==> config.mk <==
export PLATFORM = sky130hd
export DESIGN_NAME = bit_field_extract_insert
export DESIGN_NICKNAME = d
export VERILOG_FILES = /design/src/bitfield_pkg.sv /design/src/bit_field_extract_insert.sv /design/src/bitfield_mask.sv
export SDC_FILE = /design/constraint.sdc
export NUM_CORES = 1
export LEC_CHECK = 0
export ABC_CLOCK_PERIOD_IN_PS = 1200
export BUFFER_PORTS_ARGS = -buffer_cell sky130_fd_sc_hd__buf_2
export CAP_MARGIN = 20
export CORE_MARGIN = 2
export CORE_UTILIZATION = 35
export DETAILED_ROUTE_END_ITERATION = 12
export GPL_TIMING_DRIVEN = 0
export PLACE_DENSITY_LB_ADDON = 0.1
export SETUP_SLACK_MARGIN = 0.4
export SYNTH_ARGS = -nofsm -noshare
export SYNTH_HDL_FRONTEND = slang
export SYNTH_SLANG_ARGS = --single-unit
==> constraint.sdc <==
create_clock -name core_clk_i -period 1.2 [get_ports core_clk_i]
set_input_delay 0.18 -clock core_clk_i [delete_from_list [all_inputs] [get_ports core_clk_i]]
set_output_delay 0.18 -clock core_clk_i [all_outputs]
set_load 0.01 [all_outputs]
==> src/bitfield_pkg.sv <==
package bitfield_pkg;

	// ======================================================
	// instruction field positions
	localparam int OPC_HI = 31;
	localparam int OPC_LO = 26;
	localparam int SRC_HI = 25;
	localparam int SRC_LO = 21;
	localparam int TGT_HI = 20;
	localparam int TGT_LO = 16;
	localparam int TOP_HI = 15;
	localparam int TOP_LO = 11;
	localparam int BOT_HI = 10;
	localparam int BOT_LO = 6;
	localparam int FN_HI = 5;
	localparam int FN_LO = 0;

	// ======================================================
	// encodings
	localparam logic [5:0] THIRD_SPECIAL_MAJOR_OPCODE = 6'h1F;
	localparam logic [5:0] FN_EXTRACT = 6'h00;
	localparam logic [5:0] FN_INSERT = 6'h04;

	// ======================================================
	// widths and reset values
	localparam int WORD_W = 32;
	localparam int DWORD_W = 64;
	localparam logic [63:0] RESULT_RST = 64'h0;
	localparam logic [4:0] SPEC_RST = 5'h0;

	typedef enum logic [1:0] {
		OP_NONE,
		OP_EXTRACT,
		OP_INSERT
	} bf_op_e;

endpackage

==> src/bit_field_extract_insert.sv <==
// Function
// - extract: field right-justified, zeros above
// - extract: size-1 at 15..11, pos at 10..6
// - extract: 32-bit word sign-extended to 64
// - insert: low source bits replace field
// - insert: top at 15..11, bottom at 10..6
// - insert: merged word sign-extended to 64
// - release one: reserved-instruction exception
`timescale 1ns/1ps
`default_nettype none

module bit_field_extract_insert (
	input wire logic core_clk_i,
	input wire logic rst_i,
	input wire logic issue_i,
	input wire logic [31:0] instr_i,
	input wire logic release_two_i,
	input wire logic [63:0] source_value_i,
	input wire logic [63:0] target_value_i,
	output logic [4:0] source_register_specifier_o,
	output logic [4:0] target_register_specifier_o,
	output logic [63:0] result_o,
	output logic [4:0] dest_register_o,
	output logic result_valid_o,
	output logic reserved_instr_o
);

	// ======================================================
	// decode
	function automatic bitfield_pkg::bf_op_e decode_op(input logic [31:0] ins);
		bitfield_pkg::bf_op_e op;
		op = bitfield_pkg::OP_NONE;
		if (ins[bitfield_pkg::OPC_HI:bitfield_pkg::OPC_LO] ==
			bitfield_pkg::THIRD_SPECIAL_MAJOR_OPCODE) begin
			if (ins[bitfield_pkg::FN_HI:bitfield_pkg::FN_LO] == bitfield_pkg::FN_EXTRACT) begin
				op = bitfield_pkg::OP_EXTRACT;
			end else if (ins[bitfield_pkg::FN_HI:bitfield_pkg::FN_LO] ==
				bitfield_pkg::FN_INSERT) begin
				op = bitfield_pkg::OP_INSERT;
			end
		end
		return op;
	endfunction

	wire bitfield_pkg::bf_op_e op;
	wire logic is_bitfield;
	wire logic [4:0] top_idx;
	wire logic [4:0] bot_idx;

	assign op = decode_op(instr_i);
	assign is_bitfield = (op != bitfield_pkg::OP_NONE);
	assign source_register_specifier_o = instr_i[bitfield_pkg::SRC_HI:bitfield_pkg::SRC_LO];
	assign target_register_specifier_o = instr_i[bitfield_pkg::TGT_HI:bitfield_pkg::TGT_LO];
	assign top_idx = instr_i[bitfield_pkg::TOP_HI:bitfield_pkg::TOP_LO];
	assign bot_idx = instr_i[bitfield_pkg::BOT_HI:bitfield_pkg::BOT_LO];

	// ======================================================
	// extract path
	// out-of-range pos plus size gives a don't-care word, not a trap
	wire logic [31:0] ext_mask;
	wire logic [31:0] ext_shifted;
	wire logic [31:0] ext_word;

	bitfield_mask u_ext_mask (
		.hi_i(top_idx),
		.lo_i(5'd0),
		.mask_o(ext_mask)
	);

	assign ext_shifted = source_value_i[31:0] >> bot_idx;
	assign ext_word = ext_shifted & ext_mask;

	// ======================================================
	// insert path
	// bottom above top yields an empty mask: target passes through
	wire logic [31:0] ins_mask;
	wire logic [31:0] ins_src;
	wire logic [31:0] ins_word;

	bitfield_mask u_ins_mask (
		.hi_i(top_idx),
		.lo_i(bot_idx),
		.mask_o(ins_mask)
	);

	assign ins_src = source_value_i[31:0] << bot_idx;
	assign ins_word = (target_value_i[31:0] & ~ins_mask) | (ins_src & ins_mask);

	// ======================================================
	// result select
	// upper operand bits ignored; only bit 31 of the word matters
	wire logic [31:0] sel_word;
	wire logic [63:0] sel_result;
	wire logic take;
	wire logic reject;

	assign sel_word = (op == bitfield_pkg::OP_INSERT) ? ins_word : ext_word;
	assign sel_result = {{(bitfield_pkg::DWORD_W - bitfield_pkg::WORD_W){sel_word[31]}},
		sel_word};
	assign take = issue_i & is_bitfield & release_two_i;
	assign reject = issue_i & is_bitfield & ~release_two_i;

	// ======================================================
	// output registers
	always_ff @(posedge core_clk_i or posedge rst_i) begin
		if (rst_i) begin
			result_o <= bitfield_pkg::RESULT_RST;
			dest_register_o <= bitfield_pkg::SPEC_RST;
			result_valid_o <= 1'b0;
			reserved_instr_o <= 1'b0;
		end else begin
			result_valid_o <= take;
			reserved_instr_o <= reject;
			if (take) begin
				result_o <= sel_result;
				dest_register_o <= target_register_specifier_o;
			end
		end
	end

endmodule

`default_nettype wire

==> src/bitfield_mask.sv <==
`timescale 1ns/1ps
`default_nettype none

// ======================================================
// contiguous ones from bit lo up to bit hi
module bitfield_mask (
	input wire logic [4:0] hi_i,
	input wire logic [4:0] lo_i,
	output logic [31:0] mask_o
);

	wire logic [31:0] upto_hi;
	wire logic [31:0] from_lo;

	// two shifts avoid a variable-width slice
	assign upto_hi = 32'hFFFFFFFF >> (5'd31 - hi_i);
	assign from_lo = 32'hFFFFFFFF << lo_i;
	assign mask_o = upto_hi & from_lo;

endmodule

`default_nettype wire

Word level (Yosys, flattened, before mapping)
Index checks and enable logic that the tools add are counted.

operators by class
  $add $sub $neg = 1
  multipliers = 0
  div/mod/pow operators = 0
  $lt $le $gt $ge = 0
  equality and inequality tests = 3
  shift-type cells = 4
  multiplexer cells = 4
  bitwise operators = 10
  reductions and logical operators = 2

operator list
  operator                                             number
  bitwise AND 32 bit                                   4
  two-way mux 32 bit                                   1
  inverter 32 bit                                      1
  OR 32 bit                                            1
  << shifter 32 x 5 -> 32 bit                          1
  << shifter 32 x 5 -> 32 bit, first input constant    1
  right shift 32 x 5 -> 32 bit                         1
  right shift 32 x 5 -> 32 bit, first input constant   1
  equality test 6 x 3 -> 1 bit, second input constant  1
  equality test 6 x 5 -> 1 bit, second input constant  1
  zero test 6 bit                                      1
  two-way mux 2 bit                                    3
  subtractor 5 bit, first input constant               1
  bitwise AND 1 bit                                    3
  equality test 2 bit, second input constant           1
  nonzero test 2 bit                                   1
  inverter 1 bit                                       1

word-level totals
  register bits = 39
  bits in latches = 0
  bits in writable memories = 0
  bits in read-only memories = 0
  bits of input ports = 164
  output and inout bits = 81
  logic and storage cells = 28
  memories kept = 0

Longest topological paths before layout
Gate-level depths: netlist (run 1).

  word-level depth = 7
  gate-level depth with buffers = 9
  mapped depth without buffers = 6

Cells and area by module
A second synthesis (run 1) with hierarchy kept.

second synthesis, totals
  cells, all modules = 1010
  area, all modules = 8109.0 um^2

by module, submodules not included
  module                    times used  cells each  area each (um^2)  sequential area each (um^2)
  bit_field_extract_insert  1           854         7068.0            975.9
  bitfield_mask             2           78          520.5             0.0

Least setup slack after synthesis (run 1)
OpenSTA, ideal clock, no wires.

  path type = input port to flip-flop
  from = input port instr_i[8]
  to = register result_o[15]
  library setup time = 0.138 ns
  arrival = 1.759 ns
  required time = 1.062 ns
  slack = -0.697 ns
  cell stages on the path = 7
  path buffers = 2
  path through = buf_2 -> buf_1 -> mux4_2 -> a222oi_1 -> mux2i_1 -> o2111ai_1 -> o211ai_1

on the way
  longest elaborated chain between the ends = 6
  elaborated cells on any way between the ends = 10
  classes of those cells = shift: 3; mux: 1; bitwise: 6

RTL lines
  item                         RTL line                         RTL
  from (decl)                  bit_field_extract_insert.sv:16   input wire logic [31:0] instr_i,
  << shifter 32 x 5 -> 32 bit  bitfield_mask.sv:17              assign from_lo = 32'hFFFFFFFF << lo_i;
  bitwise AND 32 bit           bitfield_mask.sv:18              assign mask_o = upto_hi & from_lo;
  inverter 32 bit              bit_field_extract_insert.sv:87   assign ins_word = (target_value_i[31:0] & ~ins_mask) | (ins_src & ins_mask);
  bitwise AND 32 bit           bit_field_extract_insert.sv:87
  OR 32 bit                    bit_field_extract_insert.sv:87
  two-way mux 32 bit (*)       bit_field_extract_insert.sv:97   assign sel_word = (op == bitfield_pkg::OP_INSERT) ? ins_word : ext_word;
  to (signal assigned)         bit_field_extract_insert.sv:107  result_o <= bitfield_pkg::RESULT_RST;
  to (signal assigned)         bit_field_extract_insert.sv:115  result_o <= sel_result;
  to (decl)                    bit_field_extract_insert.sv:22   output logic [63:0] result_o,

Mark *: on every way between the ends. The rest lies on a longest branch, timed or not.
A chain may end at the register's enable or synchronous reset.

Worst setup path in the final report (run 1)
  from = input port instr_i[6]
  to = register result_o[23]

Same word-level chain as after synthesis.

==> reports/summary.txt, run 1 <==
status = finished, violations left
failing checks = hold timing, setup timing
# diodes = 0
clock power share = 25.0%
XOR/XNOR Fraction of Synth Area = 0%
Achievable Freq = 505.8 MHz
Die ar. = 19960 um^2
power per cell area = 617.7 nW/um^2
register area share after synthesis = 14.80%
WP data arrival = 2.15 ns
post-synth top area share = 15.03%
Ports = 245
most frequent cells after synthesis = 64 x nand2_1, 63 x mux2i_1, 45 x buf_4, 44 x mux4_2, 42 x o21ai_0
via count = 8204
Synth area leaders = mux4_2 15%, dfrtp_1 15%, mux2i_1 9.6%
Worst Path Required = 1.38 ns
CTS Sinks = 39
Final Util = 55.90%
Starting Density = 35.49%
total wire length = 37.29 mm
RSZ-0062 raised after global routing = true
skew final = 0 ns
cell taking the most area after synthesis = mux4_2
largest family of logic cells by synthesized area = multiplexers
final worst-path cycle share = 164.8%
maxcap violations = 0
DRT iter0 DRCs = 1038
worst hold path type = input pin to async pin
Ys Warns = 0
top-count cell post-synth = nand2_1
final setup margin = -0.7771 ns
Final Hold Viols = 20
CTS buffer count = 5
worst slew margin relative to its limit = 41.33%
Synth Area in Adders = 0%
area grow syn2layout = 57.48%
H-tree Lvls = 2
FF/Latch Area = 979.7 um^2
Final Max Slew Viols = 0
min Tclk post-route = 1.977 ns
GR Overflow Total = 0
Max IR drop VDD = 0.4756 mV
Int Pwr = 3.824 mW
vias per cell = 6.558
post-synthesis compound-gate area fraction = 22.69%
DPL Wire Length = 27.54 mm
Post-synth EDFFs = 0
pre-CTS setup slack = -1.690 ns
setup TNS = -29.27 ns
LEAKAGE = 4.588 nW
FILL cells = 1702
total track usage = 36.25%
hold-fix buffers at CTS = 0
peak fanout along the critical path = 5
Netlist cell types = 75
worst slew pin tran = 0.8752 ns
I/O Buffers = 172
Clk Tree Root Cell = clkbuf_16
Seq cells post-synth = 39
first-pass iteration count of the detailed router = 7
Die W = 141.3 um
Clock Tree Buf Depth = 2
Combinational Power Share = 54.4%
Main synth FF type = dfrtp_1
initial antenna violation count = 1
Final ANT Viol Nets = 0
clock slew at reported path FFs = 0.07 ns
vias in the first global route = 7919
synthesized area = 6595 um^2
WL/cell = 29.81 um
Mapped Cells = 734
first-pass GRT wire length = 53.49 mm
multi-input logic area = 5633 um^2
Sw Pwr = 2.591 mW
CP Capture Type = flop
Clk Latency, worst-skew pair = 0.29 ns
Final Setup Violations = 65
simple-gate share of the synthesized area = 16.85%
Site Rows = 50
Final Wtd Congestion = 1.013
Sw Ratio = 40.39%
CP startpoint kind = input pin
fraction of layout cells with a size suffix above 1 = 57.92%
net count reported at finish = 1180
CTS tree = done
core area = 18580 um^2
synthesized net count = 898
number of remaining DRC errors = 0
Synth async-reset ratio = 100.0%
post-synthesis area per instance = 8.985 um^2
post-synthesis mux area share = 34.66%
Worst Hold Margin = -0.06881 ns
critical path type = input pin to flop
Reg power frac = 20.6%
die height = 141.3 um
largest net degree at the start of global routing = 40
==> cell type report <==
| cell class | count | area share [%] |
|---|---|---|
| buffer | 113 | 10.42 |
| clock buffer | 5 | 1.205 |
| clock inverter | 3 | 0.4216 |
| inverter | 12 | 0.5421 |
| multi-input combinational | 570 | 54.23 |
| sequential | 39 | 9.433 |
| tap | 234 | 2.819 |
| timing repair buffer | 274 | 20.88 |
| timing repair inverter | 1 | 0.04819 |
==> critical path, stage by stage <==
cell and delay (ns):
buf_12 0.09, buf_12 0.13, mux2_2 0.43, mux4_2 0.60, buf_4 0.20, a22oi_1 0.23
o211a_1 0.21, o31ai_1 0.08
==> registers in the layout, indices dropped and copies added, names as in the netlist <==
register,cells
result_o,32
result_valid_o,1
dest_register_o,5
reserved_instr_o,1
==> logic make-up after synthesis <==
family / count (synthesis)
AND/OR/NAND/NOR: 211
multiplexers: 146
buffers and inverters: 125
flip-flops: 39
AO/OA/AOI/OAI: 213
==> layer usage <==
| layer | global-route usage (%) | routed length, um | up-vias |
|---|---|---|---|
| met5 | 0 | 12 | - |
| met4 | 15.47 | 1795 | 2 |
| met3 | 5.434 | 3946 | 117 |
| met2 | 56.44 | 16780 | 640 |
| met1 | 50.41 | 14760 | 3999 |
| li1 | - | - | 3446 |
==> power groups by stage <==
stage / Clock (mW) / Combinational [mW] / Sequential, mW
final: 1.60 / 3.49 / 1.32
after global routing: 1.65 / 3.57 / 1.32
after CTS: 1.59 / 3.06 / 1.32
after detailed placement: 0 / 2.56 / 1.35
after global placement: 0 / 2.59 / 1.35
after floorplan: 0 / 1.52 / 1.35
==> timing repair <==
action,in CTS,in global routing
resized for setup,222,102
setup buffers,59,39
cloned,4,1
setup endpoints to repair,109,110
pin swaps,34,49
endpoints found under the hold margin,0,20
==> cells in the final DEF (no fill, tap or decap), drive strengths merged, types with 11 or more instances in the layout <==
cell type and n:
buf 350, nand2 64, mux2i 63, mux4 59, o21ai 43, clkbuf 42, dfrtp 39, a21oi 34
nor2 32, mux2 24, nand3 20, nor3 14, a211oi 12, o31ai 11, a31oi 11, o22ai 11
==> worst paths after layout <==
check / end / slack, ns / from / cells past startpoint
max: result_o[23]$_DFFE_PP0P_ / -0.78 / instr_i[6] / 8
max in group asynchronous: result_o[19]$_DFFE_PP0P_ / 0.73 / rst_i / 2
min reg2reg: dest_register_o[2]$_DFFE_PP0P_ / 0.48 / dest_register_o[2]$_DFFE_PP0P_ / 2
max reg2reg: result_o[31]$_DFFE_PP0P_ / -0.01 / result_o[31]$_DFFE_PP0P_ / 4
min: result_o[0]$_DFFE_PP0P_ / -0.07 / rst_i / 2
min in group core_clk_i: dest_register_o[1]$_DFFE_PP0P_ / 0.10 / instr_i[17] / 3
==> metrics by stage <==
| stage | total power, mW | instance area [um^2] | std cells | hold slack, ns |
|---|---|---|---|---|
| after detailed placement | 3.904 | 8013 | 1140 | 0.4022 |
| final | 6.415 | 10390 | 1251 | -0.06881 |
| after global routing | 6.541 | 10390 | 1251 | -0.02449 |
| after floorplan | 2.865 | 6859 | 734 | 0.1525 |
| after global placement | 3.938 | 8013 | 1140 | 0.4000 |
| after CTS | 5.977 | 9684 | 1211 | 0.1016 |
No activity file was read; power rests on OpenSTA's default activity.
==> run 2, diff against run 1 <==
Settings changed: ABC_CLOCK_PERIOD_IN_PS 1200 to 1720.
Clock period 1.2 ns to 1.72 ns, I/O delays scaled along.
==> reports/summary.txt, run 2 (synthesis results as in run 1) <==
status = finished, violations left
failing checks = setup timing
vias per cell = 6.607
Slowest-stage cell, CP = mux4_2
Final Max Slew Viols = 0
Final Hold Viols = 0
Site Rows = 50
Combinational Power Share = 56.0%
setup TNS = -5.093 ns
maxcap violations = 0
GR Overflow Total = 0
Int Pwr = 2.481 mW
Final ANT Viol Nets = 0
Final Util = 53.24%
Clk Latency, worst-skew pair = 0.28 ns
Crit path top cell by count = buf_12
Final Setup Violations = 32
reg2reg start = result_o[31]$_DFFE_PP0P_
CP startpoint kind = input pin
vias in the first global route = 7795
via count = 7962
reg2reg setup slack = 0.44 ns
CTS tree = done
Die W = 141.3 um
final worst-path cycle share = 115.6%
RSZ-0062 raised after global routing = true
CTS Sinks = 39
power per cell area = 431.5 nW/um^2
I/O Buffers = 172
DRT iter0 DRCs = 855
Clk Tree Root Cell = clkbuf_16
Final Wtd Congestion = 1.028
Reg2Reg Depth = 4
Die ar. = 19960 um^2
DPL Wire Length = 27.30 mm
clock power share = 22.4%
first-pass iteration count of the detailed router = 6
Reg power frac = 21.6%
Largest stage delay, worst path = 0.62 ns
Top Registers = result_o (32), dest_register_o (5)
clock slew at reported path FFs = 0.07 ns
commonest non-fill, non-tap cell in the layout = buf_2
worst slew pin tran = 0.8594 ns
fraction of layout cells with a size suffix above 1 = 55.20%
hold-fix buffers at CTS = 0
WP data arrival = 2.16 ns
Starting Density = 35.49%
Achievable Freq = 503.0 MHz
peak fanout along the critical path = 6
die height = 141.3 um
LEAKAGE = 4.272 nW
most frequent cells in the layout = 146 x buf_2, 83 x buf_6, 62 x nand2_1
Largest Register = result_o
final setup margin = -0.2682 ns
largest net degree at the start of global routing = 40
WP buf/inv = 4
worst slew margin relative to its limit = 42.63%
net count reported at finish = 1134
worst hold path type = input pin to async pin
Post-Place Cells = 1140
critical path, cell by cell = buf_12, buf_12, buf_12, buf_16, mux4_2, nand2_2, a211oi_1, a31o_1, mux2_4
min Tclk post-route = 1.988 ns
Final Non-Filler Cells = 1205
Max IR drop VDD = 0.4328 mV
skew final = 0 ns
Clock Tree Buf Depth = 2
max reg flops = 32
initial antenna violation count = 0
H-tree Lvls = 2
Sw Pwr = 1.788 mW
number of remaining DRC errors = 0
# diodes = 0
core area = 18580 um^2
CTS buffer count = 5
RR Endpoint = result_o[31]$_DFFE_PP0P_
area grow syn2layout = 49.99%
cell family with most CP delay = multiplexers
total track usage = 36.02%
Ports = 245
WL/cell = 30.42 um
critical path type = input pin to flop
total wire length = 36.66 mm
CP Capture Type = flop
first-pass GRT wire length = 53.39 mm
Worst Path Required = 1.89 ns
Sw Ratio = 41.88%
## run 2: per-layer routing
metal | global-route usage [%] | share of wire (%)
met1 | 47.76 | 39
met2 | 57.89 | 46
met3 | 6.379 | 10
met4 | 15.84 | 5.0
met5 | 0 | 0
## run 2: what timing repair did
action                     4_1_cts  5_1_grt
gates resized for setup        276       70
gates cloned                     4        3
hold endpoints to repair         0        0
pin swaps                       39       25
setup endpoints to repair       71       70
setup buffers                   29       21
## run 2: final cells by class
cell class	instances	area (um^2)
Clock buffer	5	125.1
Inverter	12	50.05
Multi-Input combinational cell	570	5637
Clock inverter	3	20.02
Tap cell	234	292.8
Timing Repair Buffer	229	1745
Fill cell	1721	8688
Sequential cell	39	979.7
Buffer	113	1042
## run 2: stage by stage
stage | cell area, um^2 | setup slack, ns | power (mW) | hold WS [ns]
after floorplan | 6726 | -0.1732 | 1.997 | 0.3704
after global placement | 7880 | -1.398 | 2.735 | 0.4471
after detailed placement | 7880 | -1.370 | 2.719 | 0.4568
after CTS | 9414 | -0.2179 | 4.058 | 0.1784
after global routing | 9892 | -0.2982 | 4.377 | 0.1863
final | 9892 | -0.2682 | 4.268 | 0.1453
## run 2: how the worst max path moves through the flow
stage,start,endpoint,cells after the start
after detailed placement,instr_i[7],result_o[24]$_DFFE_PP0P_,8
after floorplan,instr_i[6],result_o[15]$_DFFE_PP0P_,7
after global placement,instr_i[7],result_o[24]$_DFFE_PP0P_,8
after CTS,instr_i[6],result_o[15]$_DFFE_PP0P_,9
final,instr_i[6],result_o[4]$_DFFE_PP0P_,9
after global routing,instr_i[6],result_o[15]$_DFFE_PP0P_,9
## run 2: power by group through the flow
stage | Sequential [mW] | Clock, mW | Combinational [mW]
detailed placement | 0.940 | 0 | 1.78
global route | 0.922 | 1.01 | 2.45
CTS | 0.923 | 0.963 | 2.17
floorplan | 0.942 | 0 | 1.06
global placement | 0.940 | 0 | 1.79
finish | 0.923 | 0.955 | 2.39
==> run 3, diff against run 2 <==
Settings changed: ABC_AREA set to 1, GPL_ROUTABILITY_DRIVEN set to 0, TNS_END_PERCENT set to 100.
==> reports/summary.txt, run 3 <==
status = complete, no violations
Die W = 137.1 um
fraction of layout cells with a size suffix above 1 = 50.07%
largest net degree at the start of global routing = 40
Power Total = 4.379 mW
Final Non-Filler Cells = 1628
net count reported at finish = 1565
register area share after synthesis = 15.74%
Netlist cell types = 36
post-synth top area share = 22.22%
vias per cell = 5.977
Max IR drop VDD = 0.3542 mV
Post-Place Cells = 1554
power per cell area = 425.6 nW/um^2
top-count cell post-synth = nand2_1
WP data arrival = 1.19 ns
CTS buffer count = 5
core area = 17300 um^2
CP startpoint kind = flop
RSZ-0062 raised after global routing = true
die height = 137.1 um
total wire length = 35.18 mm
GR Overflow Total = 0
DRT iter0 DRCs = 1329
Sw Ratio = 41.73%
post-synthesis area per instance = 5.353 um^2
Mapped Cells = 1158
Worst Path Required = 1.46 ns
worst slew margin relative to its limit = 44.48%
RR Endpoint = result_o[31]$_DFFE_PP0P_
reg2reg start = result_o[31]$_DFFE_PP0P_
Largest stage delay, worst path = 0.49 ns
Clk Latency, worst-skew pair = 0.28 ns
critical path type = flop to output pin
Final ANT Viol Nets = 0
most frequent cells in the layout = 258 x nand2_1, 172 x buf_2, 157 x nand3_1
hold-fix buffers at CTS = 0
area grow syn2layout = 65.99%
DPL Wire Length = 24.89 mm
Top Registers = result_o (32), dest_register_o (5)
WL/cell = 21.61 um
Final Hold Viols = 0
setup TNS = 0 ns
first-pass GRT wire length = 48.27 mm
FILL cells = 1666
clock power share = 27.7%
Synth async-reset ratio = 100.0%
skew final = 0 ns
max reg flops = 32
final worst-path cycle share = 84.43%
Reg2Reg Depth = 4
synthesized net count = 1322
critical path, cell by cell = buf_8, buf_4, buf_2
first-pass iteration count of the detailed router = 7
clock slew at reported path FFs = 0.06 ns
maxcap violations = 0
vias in the first global route = 8594
Combinational Power Share = 51.1%
number of remaining DRC errors = 0
Synth area leaders = nand2_1 22%, nand3_1 21%, dfrtp_1 16%
Sw Pwr = 1.827 mW
reg2reg setup slack = 0.58 ns
Site Rows = 48
Clk Tree Root Cell = clkbuf_16
Ports = 245
Final Util = 59.48%
Seq cells post-synth = 39
CP Capture Type = output pin
min Tclk post-route = 1.452 ns
commonest non-fill, non-tap cell in the layout = nand2_1
Final Setup Violations = 0
Reg power frac = 21.1%
I/O Buffers = 171
cell taking the most area after synthesis = nand2_1
Largest Register = result_o
Slowest-stage cell, CP = dfrtp_4
total track usage = 34.28%
H-tree Lvls = 2
Int Pwr = 2.551 mW
CTS Sinks = 39
worst hold path type = input pin to async pin
initial antenna violation count = 0
Ys Warns = 0
synthesized area = 6198 um^2
peak fanout along the critical path = 17
LEAKAGE = 5.373 nW
Post-synth EDFFs = 0
Clock Tree Buf Depth = 2
Final Max Slew Viols = 0
most frequent cells after synthesis = 367 x nand2_1, 262 x nand3_1, 138 x nor2_1, 58 x inv_1, 50 x buf_4
via count = 9730
worst slew pin tran = 0.8316 ns
Die ar. = 18790 um^2
Achievable Freq = 688.6 MHz
Starting Density = 35.84%
Main synth FF type = dfrtp_1
CTS tree = done
## run 3: power by group through the flow
stage	Combinational [mW]	Sequential, mW	Clock (mW)
3_5_place_dp	1.53	0.944	0
4_1_cts	1.73	0.926	1.23
5_1_grt	2.33	0.926	1.26
2_1_floorplan	0.957	0.946	0
3_3_place_gp	1.53	0.944	0
6_report	2.24	0.926	1.21
## run 3: cell families after synthesis
logic type	Yosys count	share of synthesized area (%)
DFF	39	15.74
and+or+nand+nor	837	59.10
AOI/OAI and AO/OA	113	10.19
buffers and inverters	169	14.96
## run 3: stage by stage
step	setup WS, ns	hold WS, ns	area (um^2)
4_1_cts	0.2755	0.1760	8631
3_5_place_dp	-0.4100	0.4645	7461
6_report	0.2679	0.1381	10290
2_1_floorplan	0.3743	0.3235	6324
5_1_grt	0.1849	0.1891	10290
3_3_place_gp	-0.4174	0.4636	7461
## run 3: what timing repair did
action / 4_1_cts / 5_1_grt
setup endpoints to repair: 71 / 66
gates cloned: 3 / 8
gates resized for setup: 181 / 341
pin swaps: 30 / 108
buffers inserted: 36 / 18
endpoints found under the hold margin: 0 / 0
## run 3: routing by layer
layer | GRT usage (%) | wire length, um
met5 | 0 | 0
met4 | 20.90 | 2895
met3 | 8.407 | 4739
met2 | 52.65 | 14910
met1 | 43.07 | 12640
## run 3: worst max path at each step
stage	cells past startpoint	from	slack [ns]	end
after floorplan	12	instr_i[6]	0.37	result_o[15]$_DFFE_PP0P_
after global placement	10	instr_i[7]	-0.42	result_o[31]$_DFFE_PP0P_
after detailed placement	10	instr_i[7]	-0.41	result_o[31]$_DFFE_PP0P_
after CTS	3	result_o[31]$_DFFE_PP0P_	0.28	result_o[42]
after global routing	11	instr_i[11]	0.18	result_o[13]$_DFFE_PP0P_
final	3	result_o[31]$_DFFE_PP0P_	0.27	result_o[42]
## run 3: worst max-delay path, delay by kind of cell, from the launching register on
kind     cells  cell delay [ns]
flops        1             0.49
buf+inv      3             0.42
## run 3: area by class of cell
| class | count | area, um^2 | area share, % |
|---|---|---|---|
| inverters | 69 | 305.3 | 2.967 |
| multi-input cells | 950 | 5827 | 56.63 |
| flip-flops and latches | 39 | 979.7 | 9.522 |
| repair buffers | 236 | 1643 | 15.97 |
| clock inverters | 2 | 60.06 | 0.5837 |
| well taps | 225 | 281.5 | 2.736 |
| plain buffers | 100 | 1061 | 10.31 |
| clock buffers | 6 | 128.9 | 1.253 |
| diodes | 1 | 2.502 | 0.02432 |
